## config.mk

```make
export PLATFORM = sky130hd
export DESIGN_NAME = uart_status_clock_select
export DESIGN_NICKNAME = d
export VERILOG_FILES = /design/src/uart_stat_pkg.sv /design/src/uart_base_clock.sv /design/src/uart_rx_check.sv /design/src/uart_status_clock_select.sv
export VERILOG_INCLUDE_DIRS = /design/src /design/src/src
export SDC_FILE = /design/constraint.sdc
export NUM_CORES = 1
export LEC_CHECK = 0
export ABC_AREA = 1
export BUFFER_PORTS_ARGS = -buffer_cell sky130_fd_sc_hd__buf_2
export CAP_MARGIN = 30
export CELL_PAD_IN_SITES_DETAIL_PLACEMENT = 0
export CELL_PAD_IN_SITES_GLOBAL_PLACEMENT = 2
export CORE_ASPECT_RATIO = 0.7
export CORE_MARGIN = 1
export CORE_UTILIZATION = 23
export CTS_BUF_LIST = sky130_fd_sc_hd__clkbuf_4 sky130_fd_sc_hd__clkbuf_8 sky130_fd_sc_hd__clkbuf_16
export CTS_CLUSTER_SIZE = 12
export DETAILED_ROUTE_END_ITERATION = 10
export PLACE_DENSITY = 0.79
export SLEW_MARGIN = 40
export SYNTH_ARGS = -nofsm -noshare
export SYNTH_HDL_FRONTEND = slang
export SYNTH_SLANG_ARGS = --single-unit
```

## constraint.sdc

```tcl
create_clock -name core_clk -period 1.6 [get_ports core_clk]
set_input_delay 0.24 -clock core_clk [delete_from_list [all_inputs] [get_ports core_clk]]
set_output_delay 0.24 -clock core_clk [all_outputs]
set_load 0.005 [all_outputs]
```

## src/uart_stat_params.svh

```systemverilog
// Register offsets, field positions, reset values and codes for the status block.
`ifndef UART_STAT_PARAMS_SVH
`define UART_STAT_PARAMS_SVH
`define RX_ERROR_STATUS_ADDR 16'hFF53
`define TX_STATUS_ADDR 16'hFF55
`define BASE_CLOCK_SELECT_ADDR 16'hFF56
`define PARITY_ERROR_BIT 2
`define FRAMING_ERROR_BIT 1
`define OVERRUN_BIT 0
`define TX_BUFFER_FULL_BIT 1
`define TX_SHIFTING_BIT 0
`define STATUS_RESET 8'h00
`define CLOCK_SELECT_RESET 4'h0
`define CLOCK_SELECT_MAX_DIV 4'hA
`define CLOCK_SELECT_TIMER 4'hB
`define READ_WAIT_CYCLES 1
`endif

```

## src/uart_stat_pkg.sv

```systemverilog
// Types shared by the status and clock select block.
package uart_stat_pkg;
	// Parity handling modes as held in the operation mode register.
	typedef enum logic [1:0] {
		PARITY_NONE = 2'h0,
		PARITY_ZERO = 2'h1,
		PARITY_ODD = 2'h2,
		PARITY_EVEN = 2'h3
	} parity_mode_type;
	// One finished character from the receive shifter.
	typedef struct packed {
		logic done;
		logic [7:0] data;
		logic parity_bit;
		logic stop_bit;
	} rx_char_type;
	// Control bits of the operation mode register.
	typedef struct packed {
		logic unit_power_control;
		logic transmit_enable_bit;
		logic receive_enable_bit;
		parity_mode_type parity_mode;
		logic char_eight_bits;
	} mode_ctrl_type;
endpackage

```

## src/uart_base_clock.sv

```systemverilog
// Base clock enable generator: power-of-two divider or timer output.
`timescale 1ns/1ns
module uart_base_clock #(
	parameter int DIV_WIDTH = 10
) (
	input wire logic core_clk,
	input wire logic sys_rst,
	input wire logic clk_en,
	input wire logic run,
	input wire logic [3:0] select,
	input wire logic timer_tick,
	output logic base_tick
);
`include "uart_stat_params.svh"
	// Free-running prescaler; runs only while the unit is powered.
	logic [DIV_WIDTH-1:0] cnt_q;
	logic [DIV_WIDTH-1:0] cnt_d;
	logic tick_d;
	logic tick_q;

	// Mask of low bits that must all be one for a divided tick.
	function automatic logic [DIV_WIDTH-1:0] div_mask(input logic [3:0] s);
		div_mask = DIV_WIDTH'((11'h001 << s) - 11'h001);
	endfunction

	// Next count and tick; the count never resets on a rewrite of the
	// same code, so a refresh does not disturb the clock.
	always_comb begin
		cnt_d = run ? cnt_q + DIV_WIDTH'(1) : '0;
		tick_d = 1'b0;
		if (run) begin
			if (select <= `CLOCK_SELECT_MAX_DIV) begin
				tick_d = (cnt_q & div_mask(select)) == div_mask(select);
			end else if (select == `CLOCK_SELECT_TIMER) begin
				tick_d = timer_tick;
			end
		end
	end

	// Registers of the prescaler.
	always_ff @(posedge core_clk) begin
		if (sys_rst) begin
			cnt_q <= '0;
			tick_q <= 1'b0;
		end else if (clk_en) begin
			cnt_q <= cnt_d;
			tick_q <= tick_d;
		end
	end
	assign base_tick = tick_q;

	// Power off must hold the tick low.
	tick_idle_a: assert property (
		@(posedge core_clk) disable iff (sys_rst)
		clk_en && !run |=> !base_tick)
		else $error("tick while off");
endmodule

```

## src/uart_rx_check.sv

```systemverilog
// Receive character checker: parity, framing and overrun flags.
`timescale 1ns/1ns
module uart_rx_check (
	input wire logic core_clk,
	input wire logic sys_rst,
	input wire logic clk_en,
	input wire logic active,
	input wire uart_stat_pkg::parity_mode_type parity_mode,
	input wire logic char_eight_bits,
	input wire uart_stat_pkg::rx_char_type rx_char,
	input wire logic buffer_read,
	input wire logic status_read,
	output logic [2:0] error_flags,
	output logic [7:0] receive_buffer
);
`include "uart_stat_params.svh"
	logic [2:0] flags_q;
	logic [2:0] flags_d;
	logic [7:0] buf_q;
	logic [7:0] buf_d;
	logic unread_q;
	logic unread_d;
	logic par_bad;
	logic overrun;

	// Parity of the data bits, seven or eight wide.
	function automatic logic data_parity(input logic [7:0] d, input logic w8);
		data_parity = w8 ? ^d : ^d[6:0];
	endfunction

	// Flag and buffer update; set wins over a same-cycle read clear.
	always_comb begin
		flags_d = flags_q;
		buf_d = buf_q;
		unread_d = unread_q;
		par_bad = 1'b0;
		unique case (parity_mode)
			uart_stat_pkg::PARITY_ODD: par_bad =
				data_parity(rx_char.data, char_eight_bits) ==
				rx_char.parity_bit;
			uart_stat_pkg::PARITY_EVEN: par_bad =
				data_parity(rx_char.data, char_eight_bits) !=
				rx_char.parity_bit;
			uart_stat_pkg::PARITY_NONE,
			uart_stat_pkg::PARITY_ZERO: par_bad = 1'b0;
		endcase
		overrun = rx_char.done && unread_q && !buffer_read;
		if (status_read) begin
			flags_d = 3'h0;
		end
		if (buffer_read) begin
			unread_d = 1'b0;
		end
		if (rx_char.done) begin
			if (par_bad) begin
				flags_d[`PARITY_ERROR_BIT] = 1'b1;
			end
			if (!rx_char.stop_bit) begin
				flags_d[`FRAMING_ERROR_BIT] = 1'b1;
			end
			if (overrun) begin
				flags_d[`OVERRUN_BIT] = 1'b1;
			end else begin
				buf_d = rx_char.data;
				unread_d = 1'b1;
			end
		end
		if (!active) begin
			flags_d = 3'h0;
			unread_d = 1'b0;
			buf_d = 8'hFF;
		end
	end

	// Registers of the checker.
	always_ff @(posedge core_clk) begin
		if (sys_rst) begin
			flags_q <= 3'h0;
			buf_q <= 8'hFF;
			unread_q <= 1'b0;
		end else if (clk_en) begin
			flags_q <= flags_d;
			buf_q <= buf_d;
			unread_q <= unread_d;
		end
	end
	assign error_flags = flags_q;
	assign receive_buffer = buf_q;

	// An overrun keeps the old buffer contents.
	overrun_keeps_a: assert property (
		@(posedge core_clk) disable iff (sys_rst)
		clk_en && active && overrun |=> flags_q[`OVERRUN_BIT] &&
		buf_q == $past(buf_q))
		else $error("overrun lost");
	// Zero parity mode never raises a parity error, whatever arrives.
	zero_parity_a: assert property (
		@(posedge core_clk) disable iff (sys_rst)
		clk_en && active && parity_mode == uart_stat_pkg::PARITY_ZERO &&
		!flags_q[`PARITY_ERROR_BIT] |=> !flags_q[`PARITY_ERROR_BIT])
		else $error("parity in zero mode");
endmodule

```

## src/uart_status_clock_select.sv

```systemverilog
// Status registers and base clock select of the serial unit.
`timescale 1ns/1ns
module uart_status_clock_select (
	input wire logic core_clk,
	input wire logic sys_rst,
	input wire logic clk_en,
	input wire uart_stat_pkg::mode_ctrl_type mode_ctrl,
	input wire logic [15:0] cpu_addr,
	input wire logic cpu_rd,
	input wire logic cpu_wr,
	input wire logic [7:0] cpu_wdata,
	output logic [7:0] cpu_rdata,
	output logic cpu_wait,
	input wire logic tx_buffer_write,
	input wire logic frame_end,
	output logic tx_load,
	input wire uart_stat_pkg::rx_char_type rx_char,
	input wire logic rx_buffer_read,
	output logic [7:0] receive_buffer,
	input wire logic timer_in,
	output logic base_tick,
	output logic [3:0] clock_select
);
`include "uart_stat_params.svh"
	////////////////////////////////////////////////////////////////////////
	// Enables and decode.
	////////////////////////////////////////////////////////////////////////
	logic power;
	logic rx_active;
	logic tx_active;
	logic sel_err;
	logic sel_tx;
	logic sel_cks;
	logic [2:0] err_flags;
	logic [1:0] timer_sync_q;
	logic timer_prev_q;
	logic timer_tick;

	// Unit is active for a direction when powered and enabled.
	assign power = mode_ctrl.unit_power_control;
	assign rx_active = power && mode_ctrl.receive_enable_bit;
	assign tx_active = power && mode_ctrl.transmit_enable_bit;
	assign sel_err = cpu_addr == `RX_ERROR_STATUS_ADDR;
	assign sel_tx = cpu_addr == `TX_STATUS_ADDR;
	assign sel_cks = cpu_addr == `BASE_CLOCK_SELECT_ADDR;

	////////////////////////////////////////////////////////////////////////
	// Clock select register.
	////////////////////////////////////////////////////////////////////////
	logic [3:0] cks_q;
	logic [3:0] cks_d;

	// Whole-byte write; high bits are not stored and read as zero.
	always_comb begin
		cks_d = cks_q;
		if (cpu_wr && sel_cks) begin
			cks_d = cpu_wdata[3:0];
		end
	end

	// Clock select register storage.
	always_ff @(posedge core_clk) begin
		if (sys_rst) begin
			cks_q <= `CLOCK_SELECT_RESET;
		end else if (clk_en) begin
			cks_q <= cks_d;
		end
	end
	assign clock_select = cks_q;

	// Timer output arrives from another block; synchronise and edge-detect.
	always_ff @(posedge core_clk) begin
		if (sys_rst) begin
			timer_sync_q <= 2'h0;
			timer_prev_q <= 1'b0;
		end else if (clk_en) begin
			timer_sync_q <= {timer_sync_q[0], timer_in};
			timer_prev_q <= timer_sync_q[1];
		end
	end
	assign timer_tick = timer_sync_q[1] && !timer_prev_q;

	// Base clock generator.
	uart_base_clock #(
		.DIV_WIDTH(10)
	) u_base_clock (
		.core_clk(core_clk),
		.sys_rst(sys_rst),
		.clk_en(clk_en),
		.run(power),
		.select(cks_q),
		.timer_tick(timer_tick),
		.base_tick(base_tick)
	);

	////////////////////////////////////////////////////////////////////////
	// Reception error status.
	////////////////////////////////////////////////////////////////////////
	logic wait_q;
	logic wait_d;
	logic err_read;

	// Error register read takes one wait cycle; clear on the completing read.
	always_comb begin
		wait_d = 1'b0;
		if (cpu_rd && sel_err && !wait_q) begin
			wait_d = 1'b1;
		end
	end
	assign cpu_wait = cpu_rd && sel_err && !wait_q;
	assign err_read = clk_en && cpu_rd && sel_err && wait_q;

	// Wait state register.
	always_ff @(posedge core_clk) begin
		if (sys_rst) begin
			wait_q <= 1'b0;
		end else if (clk_en) begin
			wait_q <= wait_d;
		end
	end

	// Receive flag checker.
	uart_rx_check u_rx_check (
		.core_clk(core_clk),
		.sys_rst(sys_rst),
		.clk_en(clk_en),
		.active(rx_active),
		.parity_mode(mode_ctrl.parity_mode),
		.char_eight_bits(mode_ctrl.char_eight_bits),
		.rx_char(rx_char),
		.buffer_read(rx_buffer_read),
		.status_read(err_read),
		.error_flags(err_flags),
		.receive_buffer(receive_buffer)
	);

	////////////////////////////////////////////////////////////////////////
	// Transmission status.
	////////////////////////////////////////////////////////////////////////
	logic full_q;
	logic full_d;
	logic shift_q;
	logic shift_d;

	// Buffer moves to shifter when shifter is free or a frame ends.
	assign tx_load = tx_active && full_q && (!shift_q || frame_end);

	// Flag updates; write sets full even while a load clears it.
	always_comb begin
		full_d = full_q;
		shift_d = shift_q;
		if (tx_load) begin
			full_d = 1'b0;
			shift_d = 1'b1;
		end else if (frame_end) begin
			shift_d = 1'b0;
		end
		if (tx_buffer_write) begin
			full_d = 1'b1;
		end
		if (!tx_active) begin
			full_d = 1'b0;
			shift_d = 1'b0;
		end
	end

	// Status flag storage; CPU writes never reach it.
	always_ff @(posedge core_clk) begin
		if (sys_rst) begin
			full_q <= 1'b0;
			shift_q <= 1'b0;
		end else if (clk_en) begin
			full_q <= full_d;
			shift_q <= shift_d;
		end
	end

	////////////////////////////////////////////////////////////////////////
	// Read data.
	////////////////////////////////////////////////////////////////////////
	logic [7:0] rdata_q;
	logic [7:0] rdata_d;

	// Read mux; unmapped or reserved bits read zero.
	always_comb begin
		rdata_d = 8'h00;
		if (sel_err) begin
			rdata_d = {5'h00, err_flags};
		end else if (sel_tx) begin
			rdata_d = {6'h00, full_q, shift_q};
		end else if (sel_cks) begin
			rdata_d = {4'h0, cks_q};
		end
	end

	// Registered read data.
	always_ff @(posedge core_clk) begin
		if (sys_rst) begin
			rdata_q <= `STATUS_RESET;
		end else if (clk_en) begin
			rdata_q <= rdata_d;
		end
	end
	assign cpu_rdata = rdata_q;

	////////////////////////////////////////////////////////////////////////
	// Checks.
	////////////////////////////////////////////////////////////////////////
	// An idle receiver holds all error flags at zero.
	rx_idle_zero_a: assert property (
		@(posedge core_clk) disable iff (sys_rst)
		clk_en && !rx_active |=> err_flags == 3'h0)
		else $error("rx flags not cleared");

	// An idle transmitter holds both status flags at zero.
	tx_idle_zero_a: assert property (
		@(posedge core_clk) disable iff (sys_rst)
		clk_en && !tx_active |=> !full_q && !shift_q)
		else $error("tx flags not cleared");

	// A completing status read with no new character clears the flags.
	read_clears_a: assert property (
		@(posedge core_clk) disable iff (sys_rst)
		err_read && !rx_char.done |=> err_flags == 3'h0)
		else $error("read did not clear");

	// A status read waits for exactly one cycle, then completes.
	read_waits_a: assert property (
		@(posedge core_clk) disable iff (sys_rst)
		clk_en && cpu_rd && sel_err && !wait_q |-> cpu_wait ##1 !cpu_wait)
		else $error("no wait on read");

	// A buffer write while enabled sets the full flag.
	full_sets_a: assert property (
		@(posedge core_clk) disable iff (sys_rst)
		clk_en && tx_active && tx_buffer_write |=> full_q)
		else $error("full not set");

	// A load with no new write moves the byte into the shifter.
	load_shifts_a: assert property (
		@(posedge core_clk) disable iff (sys_rst)
		clk_en && tx_load && !tx_buffer_write ##0 tx_active |=>
		shift_q && !full_q)
		else $error("load failed");

	// A frame that ends with nothing waiting drops the shifting flag.
	shift_clear_a: assert property (
		@(posedge core_clk) disable iff (sys_rst)
		clk_en && frame_end && !full_q |=> !shift_q)
		else $error("shift flag stuck");

	// A waiting byte follows the ending frame with no idle cycle.
	gapless_a: assert property (
		@(posedge core_clk) disable iff (sys_rst)
		clk_en && full_q && shift_q && frame_end && tx_active |->
		tx_load ##1 shift_q)
		else $error("gap in stream");

	// A character without its first stop bit sets the framing flag.
	framing_sets_a: assert property (
		@(posedge core_clk) disable iff (sys_rst)
		clk_en && rx_active && rx_char.done && !rx_char.stop_bit |=>
		err_flags[`FRAMING_ERROR_BIT])
		else $error("framing lost");

	// An eight-bit character with wrong odd or even parity sets the flag.
	parity_flag_a: assert property (
		@(posedge core_clk) disable iff (sys_rst)
		clk_en && rx_active && rx_char.done && mode_ctrl.char_eight_bits &&
		mode_ctrl.parity_mode[1] &&
		(^rx_char.data ^ rx_char.parity_bit) == mode_ctrl.parity_mode[0]
		|=> err_flags[`PARITY_ERROR_BIT])
		else $error("parity error lost");

	// A whole-byte write lands in the select field.
	cks_write_a: assert property (
		@(posedge core_clk) disable iff (sys_rst)
		clk_en && cpu_wr && sel_cks |=> cks_q == $past(cpu_wdata[3:0]))
		else $error("select write lost");

	// A write to the transmit status place leaves its full flag alone.
	status_wr_a: assert property (
		@(posedge core_clk) disable iff (sys_rst)
		clk_en && cpu_wr && sel_tx && !tx_buffer_write && !tx_load &&
		!frame_end && tx_active |=> $stable(full_q))
		else $error("status written");

	// The undivided code gives a tick on every enabled cycle.
	undivided_a: assert property (
		@(posedge core_clk) disable iff (sys_rst)
		clk_en && power && cks_q == 4'h0 |=> base_tick)
		else $error("undivided clock missing");

	// The timer code passes each rising timer edge on as one base tick.
	timer_tick_a: assert property (
		@(posedge core_clk) disable iff (sys_rst)
		clk_en && power && cks_q == `CLOCK_SELECT_TIMER |=>
		base_tick == $past(timer_tick))
		else $error("timer tick not routed");

	// Codes above the timer code give no base clock at all.
	unused_code_a: assert property (
		@(posedge core_clk) disable iff (sys_rst)
		clk_en && cks_q > `CLOCK_SELECT_TIMER |=> !base_tick)
		else $error("tick on unused code");

	// Main scenarios: a byte stream, an overrun, a status read, the timer
	// clock and a parity error.
	stream_c: cover property (@(posedge core_clk) tx_load ##[1:40] tx_load);
	overrun_c: cover property (@(posedge core_clk) err_flags[0]);
	err_read_c: cover property (@(posedge core_clk) err_read);
	timer_c: cover property (@(posedge core_clk)
		cks_q == `CLOCK_SELECT_TIMER && base_tick);
	parity_c: cover property (@(posedge core_clk)
		err_flags[`PARITY_ERROR_BIT]);
endmodule

```

======== Yosys cells after proc, flatten, opt, wreduce, memory -nomap -nowiden ========
Index checks and enable logic that the tools add are counted.
cells by class
  shift-type cells ........................ 1
  magnitude comparators ................... 1
  reductions and logical operators ........ 26
  add/sub/neg operators ................... 2
  mux-type cells .......................... 29
  eq/ne operators ......................... 14
  bitwise logic cells ..................... 1
operators with widths
  operator                 count
  $eq A16 B16 Y1 const B   3
  $mux W8                  3
  $mux W1                  18
  $logic_and A1 B1 Y1      13
  $mux W4                  3
  $add A10 B1 Y10 const B  1
  $and A10 B10 Y10         1
  $eq A10 B10 Y1           1
  $mux W10                 1
  $shl A1 B4 Y10 const A   1
  $sub A10 B1 Y10 const B  1
  $mux W3                  3
  $reduce_xor A8 Y1        1
  $reduce_xor A7 Y1        1
  $ne A3 B3 Y1 const B     2
  $reduce_and A2 Y1        3
  $eq A2 B2 Y1 const B     2
  $eq A4 B4 Y1 const B     1
  $le A4 B4 Y1 const B     1
  $logic_not A1 Y1         4
  $ne A2 B2 Y1 const B     2
  $pmux W1 S3              1
  $reduce_and A3 Y1        1
  $eq A2 B1 Y1 const B     1
  5 further kinds          5
word-level totals
  output and inout port bits .............. 23
  flip-flop bits (word level) ............. 41
  bits of input ports ..................... 50

======== Depth between registers and ports, before layout ========
  depth in word-level cells ............... 7
  mapped depth ............................ 14

======== Modules after synthesis ========
From an unflattened synthesis, not the netlist that was laid out.
unflattened totals
  cells, all modules ...................... 352
  area total of the unflattened synthesis .. 2243.4 um^2
by module, submodules not included
  module                    area an instance (um^2)  cells an instance  times used
  uart_status_clock_select  839.6                    123                1
  uart_base_clock           765.7                    130                1
  uart_rx_check             638.1                    99                 1

======== Worst setup path before layout ========
OpenSTA, ideal clock, no wires.
  path kind ............................... flip-flop to flip-flop
  start point ............................. reg cks_q[2] (netlist: clock_select[2])
  end point ............................... reg u_base_clock.tick_q (netlist: u_base_clock.base_tick)
  required time ........................... 1.533 ns
  cell stages (with the launch flop) ...... 15
  setup slack ............................. -0.045 ns
  data arrival time ....................... 1.578 ns
  library setup time ...................... 0.067 ns
  path buffers ............................ 1
  cell sequence ........................... dfxtp_1 -> buf_4 -> nor2_4 -> nand3_1 -> ha_1 -> nor2_1 -> a21oi_1 -> nand2_1 -> nor2_1 -> nand2_1 -> nor2_1 -> nand3_1 -> nand2_1 -> nand2_1 -> a21oi_2
on the way
  word-level cells in the longest chain between the ends .. 6
  elaborated cells on any way between the ends .. 9
  those cells by class .................... 1 x add/sub; 1 x order compare; 2 x eq/ne; 1 x shift; 3 x mux; 1 x bitwise
ends and longest elaborated chain
  item                      line                            source
  start: declaration        uart_status_clock_select.sv:50  logic [3:0] cks_q;
  start signal: assignment  uart_status_clock_select.sv:64  cks_q <= `CLOCK_SELECT_RESET;
  start signal: assignment  uart_status_clock_select.sv:66  cks_q <= cks_d;
  $shl A1 B4 Y10            uart_base_clock.sv:23           div_mask = DIV_WIDTH'((11'h001 << s) - 11'h001);
  $sub A10 B1 Y10           uart_base_clock.sv:23
  $and A10 B10 Y10          uart_base_clock.sv:33           tick_d = (cnt_q & div_mask(select)) == div_mask(select);
  $eq A10 B10 Y1            uart_base_clock.sv:33
  $mux W1 *                 uart_base_clock.sv:32           if (select <= `CLOCK_SELECT_MAX_DIV) begin
  $mux W1 *                 uart_base_clock.sv:31           if (run) begin
  end signal: assignment    uart_base_clock.sv:47           tick_q <= tick_d;
  end: declaration          uart_base_clock.sv:19           logic tick_q;
Mark *: on every way between the ends. The rest lies on a longest branch, timed or not.
A chain may end at the register's enable or synchronous reset.

======== Final worst setup path ========
  start point ............................. reg cks_q[3] (netlist: clock_select[3])
  end point ............................... reg u_base_clock.tick_q (netlist: u_base_clock.base_tick)
Same word-level chain as after synthesis.

==> qor.yml <==
timing:
  timing.fmax_mhz: 610
  grt_setup_unrepaired: "true"
  min_period_ns: 1.64
  whs_ns: 0.189
  setup_slack_ns: -0.0383
  slew_viol_final: 0
  fin_crit_sh_pct: 102
  final-hold-violation-count: 0
  worst_clock_skew_ns: 0.00470
  setup_viol: 1
global_route:
  grt_util_all_layers_pct: 14.3
  antenna_found_initial: 0
  grt_overflow_total: 0
  grt_max_degree: 16
  grt_pass1_wl_um: 10400
  grt_pass1_vias: 2170
synthesis:
  ys_seq_area_share_pct: 34.6
  synth.distinct_cells: 30
  ys_seq_elements: 37
  synth_warnings: 0
  avgSynthCellArea_um2: 6.22
  synth_cells: 344
  syn_area_mm2: 0.00214
min_path:
  min_path_cells: 3
  holdCritPathClass: "in2reg"
clock_network:
  htree_levels: 2
  clk_latency_ns: 0.28
  cts_tree: "done"
  cts_buffers: 5
  clk_root_buffer_cell: "clkbuf_16"
  clock_path_buffers: 2
  clk_pin_slew_worst_paths_ns: 0.06
  cts_sinks: 37
critical_path:
  cp_slowest_cell: "dfxtp_2"
  rrSetupSlack_ns: -0.04
  crit_path_start_kind: "flip-flop"
  criticalPathCategory: "reg2reg"
  cp.depth: 13
  end_kind: "flip-flop"
  crit_path_max_fanout: 3
  cp_top_family: "simple AND/OR/NAND/NOR gates"
  critPathMaxStageDelay_ns: 0.33
  critical_path_required_ns: 1.82
  path_common_cell: "nand2_1"
  cp_num_buf_inv: 0
  rr_worst_depth: 13
  cp_cell_sequence: "nor2_4, nand3_2, ha_4, nor2_2, a21oi_2, nand2_1, nor2_1, nand2_1, nor2_1, nand3_1, nand2_1, nand2_1, a21oi_2"
  arrival_ns: 1.86
finish:
  mostFrequentLayoutCell: "nand2_1"
  finalInstanceArea_mm2: 0.00293
  layout_common_cells: "nand2_1, buf_2, inv_1"
  syn_to_final_growth_pct: 36.9
  num-fill-cells: 996
  finish.utilization_pct: 32.4
  drive_above_1_share_pct: 26.6
  antenna_cells: 0
  nNetsFinal: 479
place:
  pre_cts_ws_ns: -0.0556
  io_buffers: 64
  routabilityCongestion: 0.809
  place_area_mm2: 0.00271
  dp.final_hpwl_um: 5070
routing:
  via_per_inst: 4.26
  drc: 0
  routed_wl_um: 6290
  wl_per_cell_um: 11.4
  firstDrtPassIters: 4
  vias: 2352
  dr.first_iter.drc_count: 65
  ant_nets: 0
pwr:
  ir_drop_mv: 0.328
  power_density_mw_per_mm2: 800
  leakagePower_nw: 1.36
  power.total_mw: 2.34
outcome:
  violations: "setup timing"
  run_status: "complete, but fails checks"
floorplanning:
  io_pins: 73
  initial_utilization_pct: 23.7
  die_height_um: 82.7
  chipWidth_um: 117
  design.core.area_mm2: 0.00903
  fp-row-count: 29
  fp.dieArea_mm2: 0.00969
flow_run:
  cap_violations: 0
-- layer usage --
layer / up-vias / track usage [%] / share of wire [%]
met5: - / 0 / 0
li1: 1268 / - / -
met2: 42 / 20.5 / 38
met3: 7 / 3.80 / 4.8
met1: 1035 / 20.8 / 56
met4: 0 / 3.42 / 0.91
-- repair_timing --
item | 4_1_cts | 5_1_grt
endpoints found under the setup margin | 1 | 2
buffers inserted | 2 | 0
hold buffers | 0 | 0
gates resized for setup | 3 | 7
pin swaps | 3 | 0
-- logic make-up (layout without fill, tap and decap cells) --
family / count (synthesis) / after routing / share of synthesized area, %
flops: 37 / 37 / 34.6
xor+xnor: 1 / 1 / 0.410
other cells: 1 / 4 / 0.175
buf+inv: 57 / 138 / 11.0
compound gates: 57 / 57 / 14.7
fa+ha+maj: 2 / 2 / 1.17
simple gates: 189 / 189 / 37.9
-- worst register-to-register path, stage by stage (launching register included) --
cell and delay (ns):
dfxtp_2 0.33, nor2_4 0.14, nand3_2 0.10, ha_4 0.27, nor2_2 0.03, a21oi_2 0.09, nand2_1 0.05, nor2_1 0.09
nand2_1 0.06, nor2_1 0.12, nand3_1 0.08, nand2_1 0.06, nand2_1 0.06, a21oi_2 0.10
-- sequential cells by signal, summed over array words and instances (netlist names) --
signal / cells
cpu_rdata: 4
u_base_clock.cnt_q: 10
timer_sync_q: 2
clock_select: 4
shift_q: 1
u_rx_check.unread_q: 1
u_rx_check.error_flags: 3
wait_q: 1
u_rx_check.receive_buffer: 8
u_base_clock.base_tick: 1
full_q: 1
timer_prev_q: 1
-- synthesized netlist by cell type (all sizes together) --
master  number  area [µm²]
nand2      110         413
inv         45         169
nor2        40         168
dfxtp       37         741
a21oi       24         124
nand3       22         115
o21ai       19        95.1
buf          8        51.3
nand4        6        37.5
nor3         6        40.0
o22ai        6        37.5
a211oi       5        37.5
clkbuf       4        15.0
nand3b       3        22.5
ha           2        25.0
a22oi        1        7.51
a31oi        1        6.26
conb         1        3.75
nor3b        1        7.51
nor4         1        6.26
o31ai        1        7.51
xnor2        1        8.76
-- layout make-up --
cell class | count | area, µm² | share of cell area (%)
clock buffers | 6 | 133 | 4.53
inverters | 45 | 169 | 5.77
multi-input cells | 253 | 1210 | 41.3
clock inverters | 2 | 38.8 | 1.32
well taps | 124 | 155 | 5.30
repair buffers | 85 | 478 | 16.3
flip-flops and latches | 37 | 744 | 25.4
-- report_power, final --
group / switching [mW] / total, mW / internal [mW]
clock: 0.388 / 1.14 / 0.755
combinational: 0.142 / 0.246 / 0.104
sequential: 0.0116 / 0.954 / 0.943
-- metrics by stage --
stage | instances | setup TNS, ns
after global placement | 542 | -0.0420
after floorplan | 347 | -0.0229
after global routing | 552 | -0.169
final | 552 | -0.0383
after detailed placement | 542 | -0.0556
after CTS | 552 | -0.0432
-- path summary, 6_finish.rpt --
| kind | startpoint | end |
|---|---|---|
| worst min register to register | cpu_rdata[1] | cpu_rdata[1] |
| worst max-delay path | clock_select[3] | u_base_clock.base_tick |
| worst max register to register | clock_select[3] | u_base_clock.base_tick |
| worst min-delay path | timer_in | timer_sync_q[0] |
(Power assumes the default switching activity.)
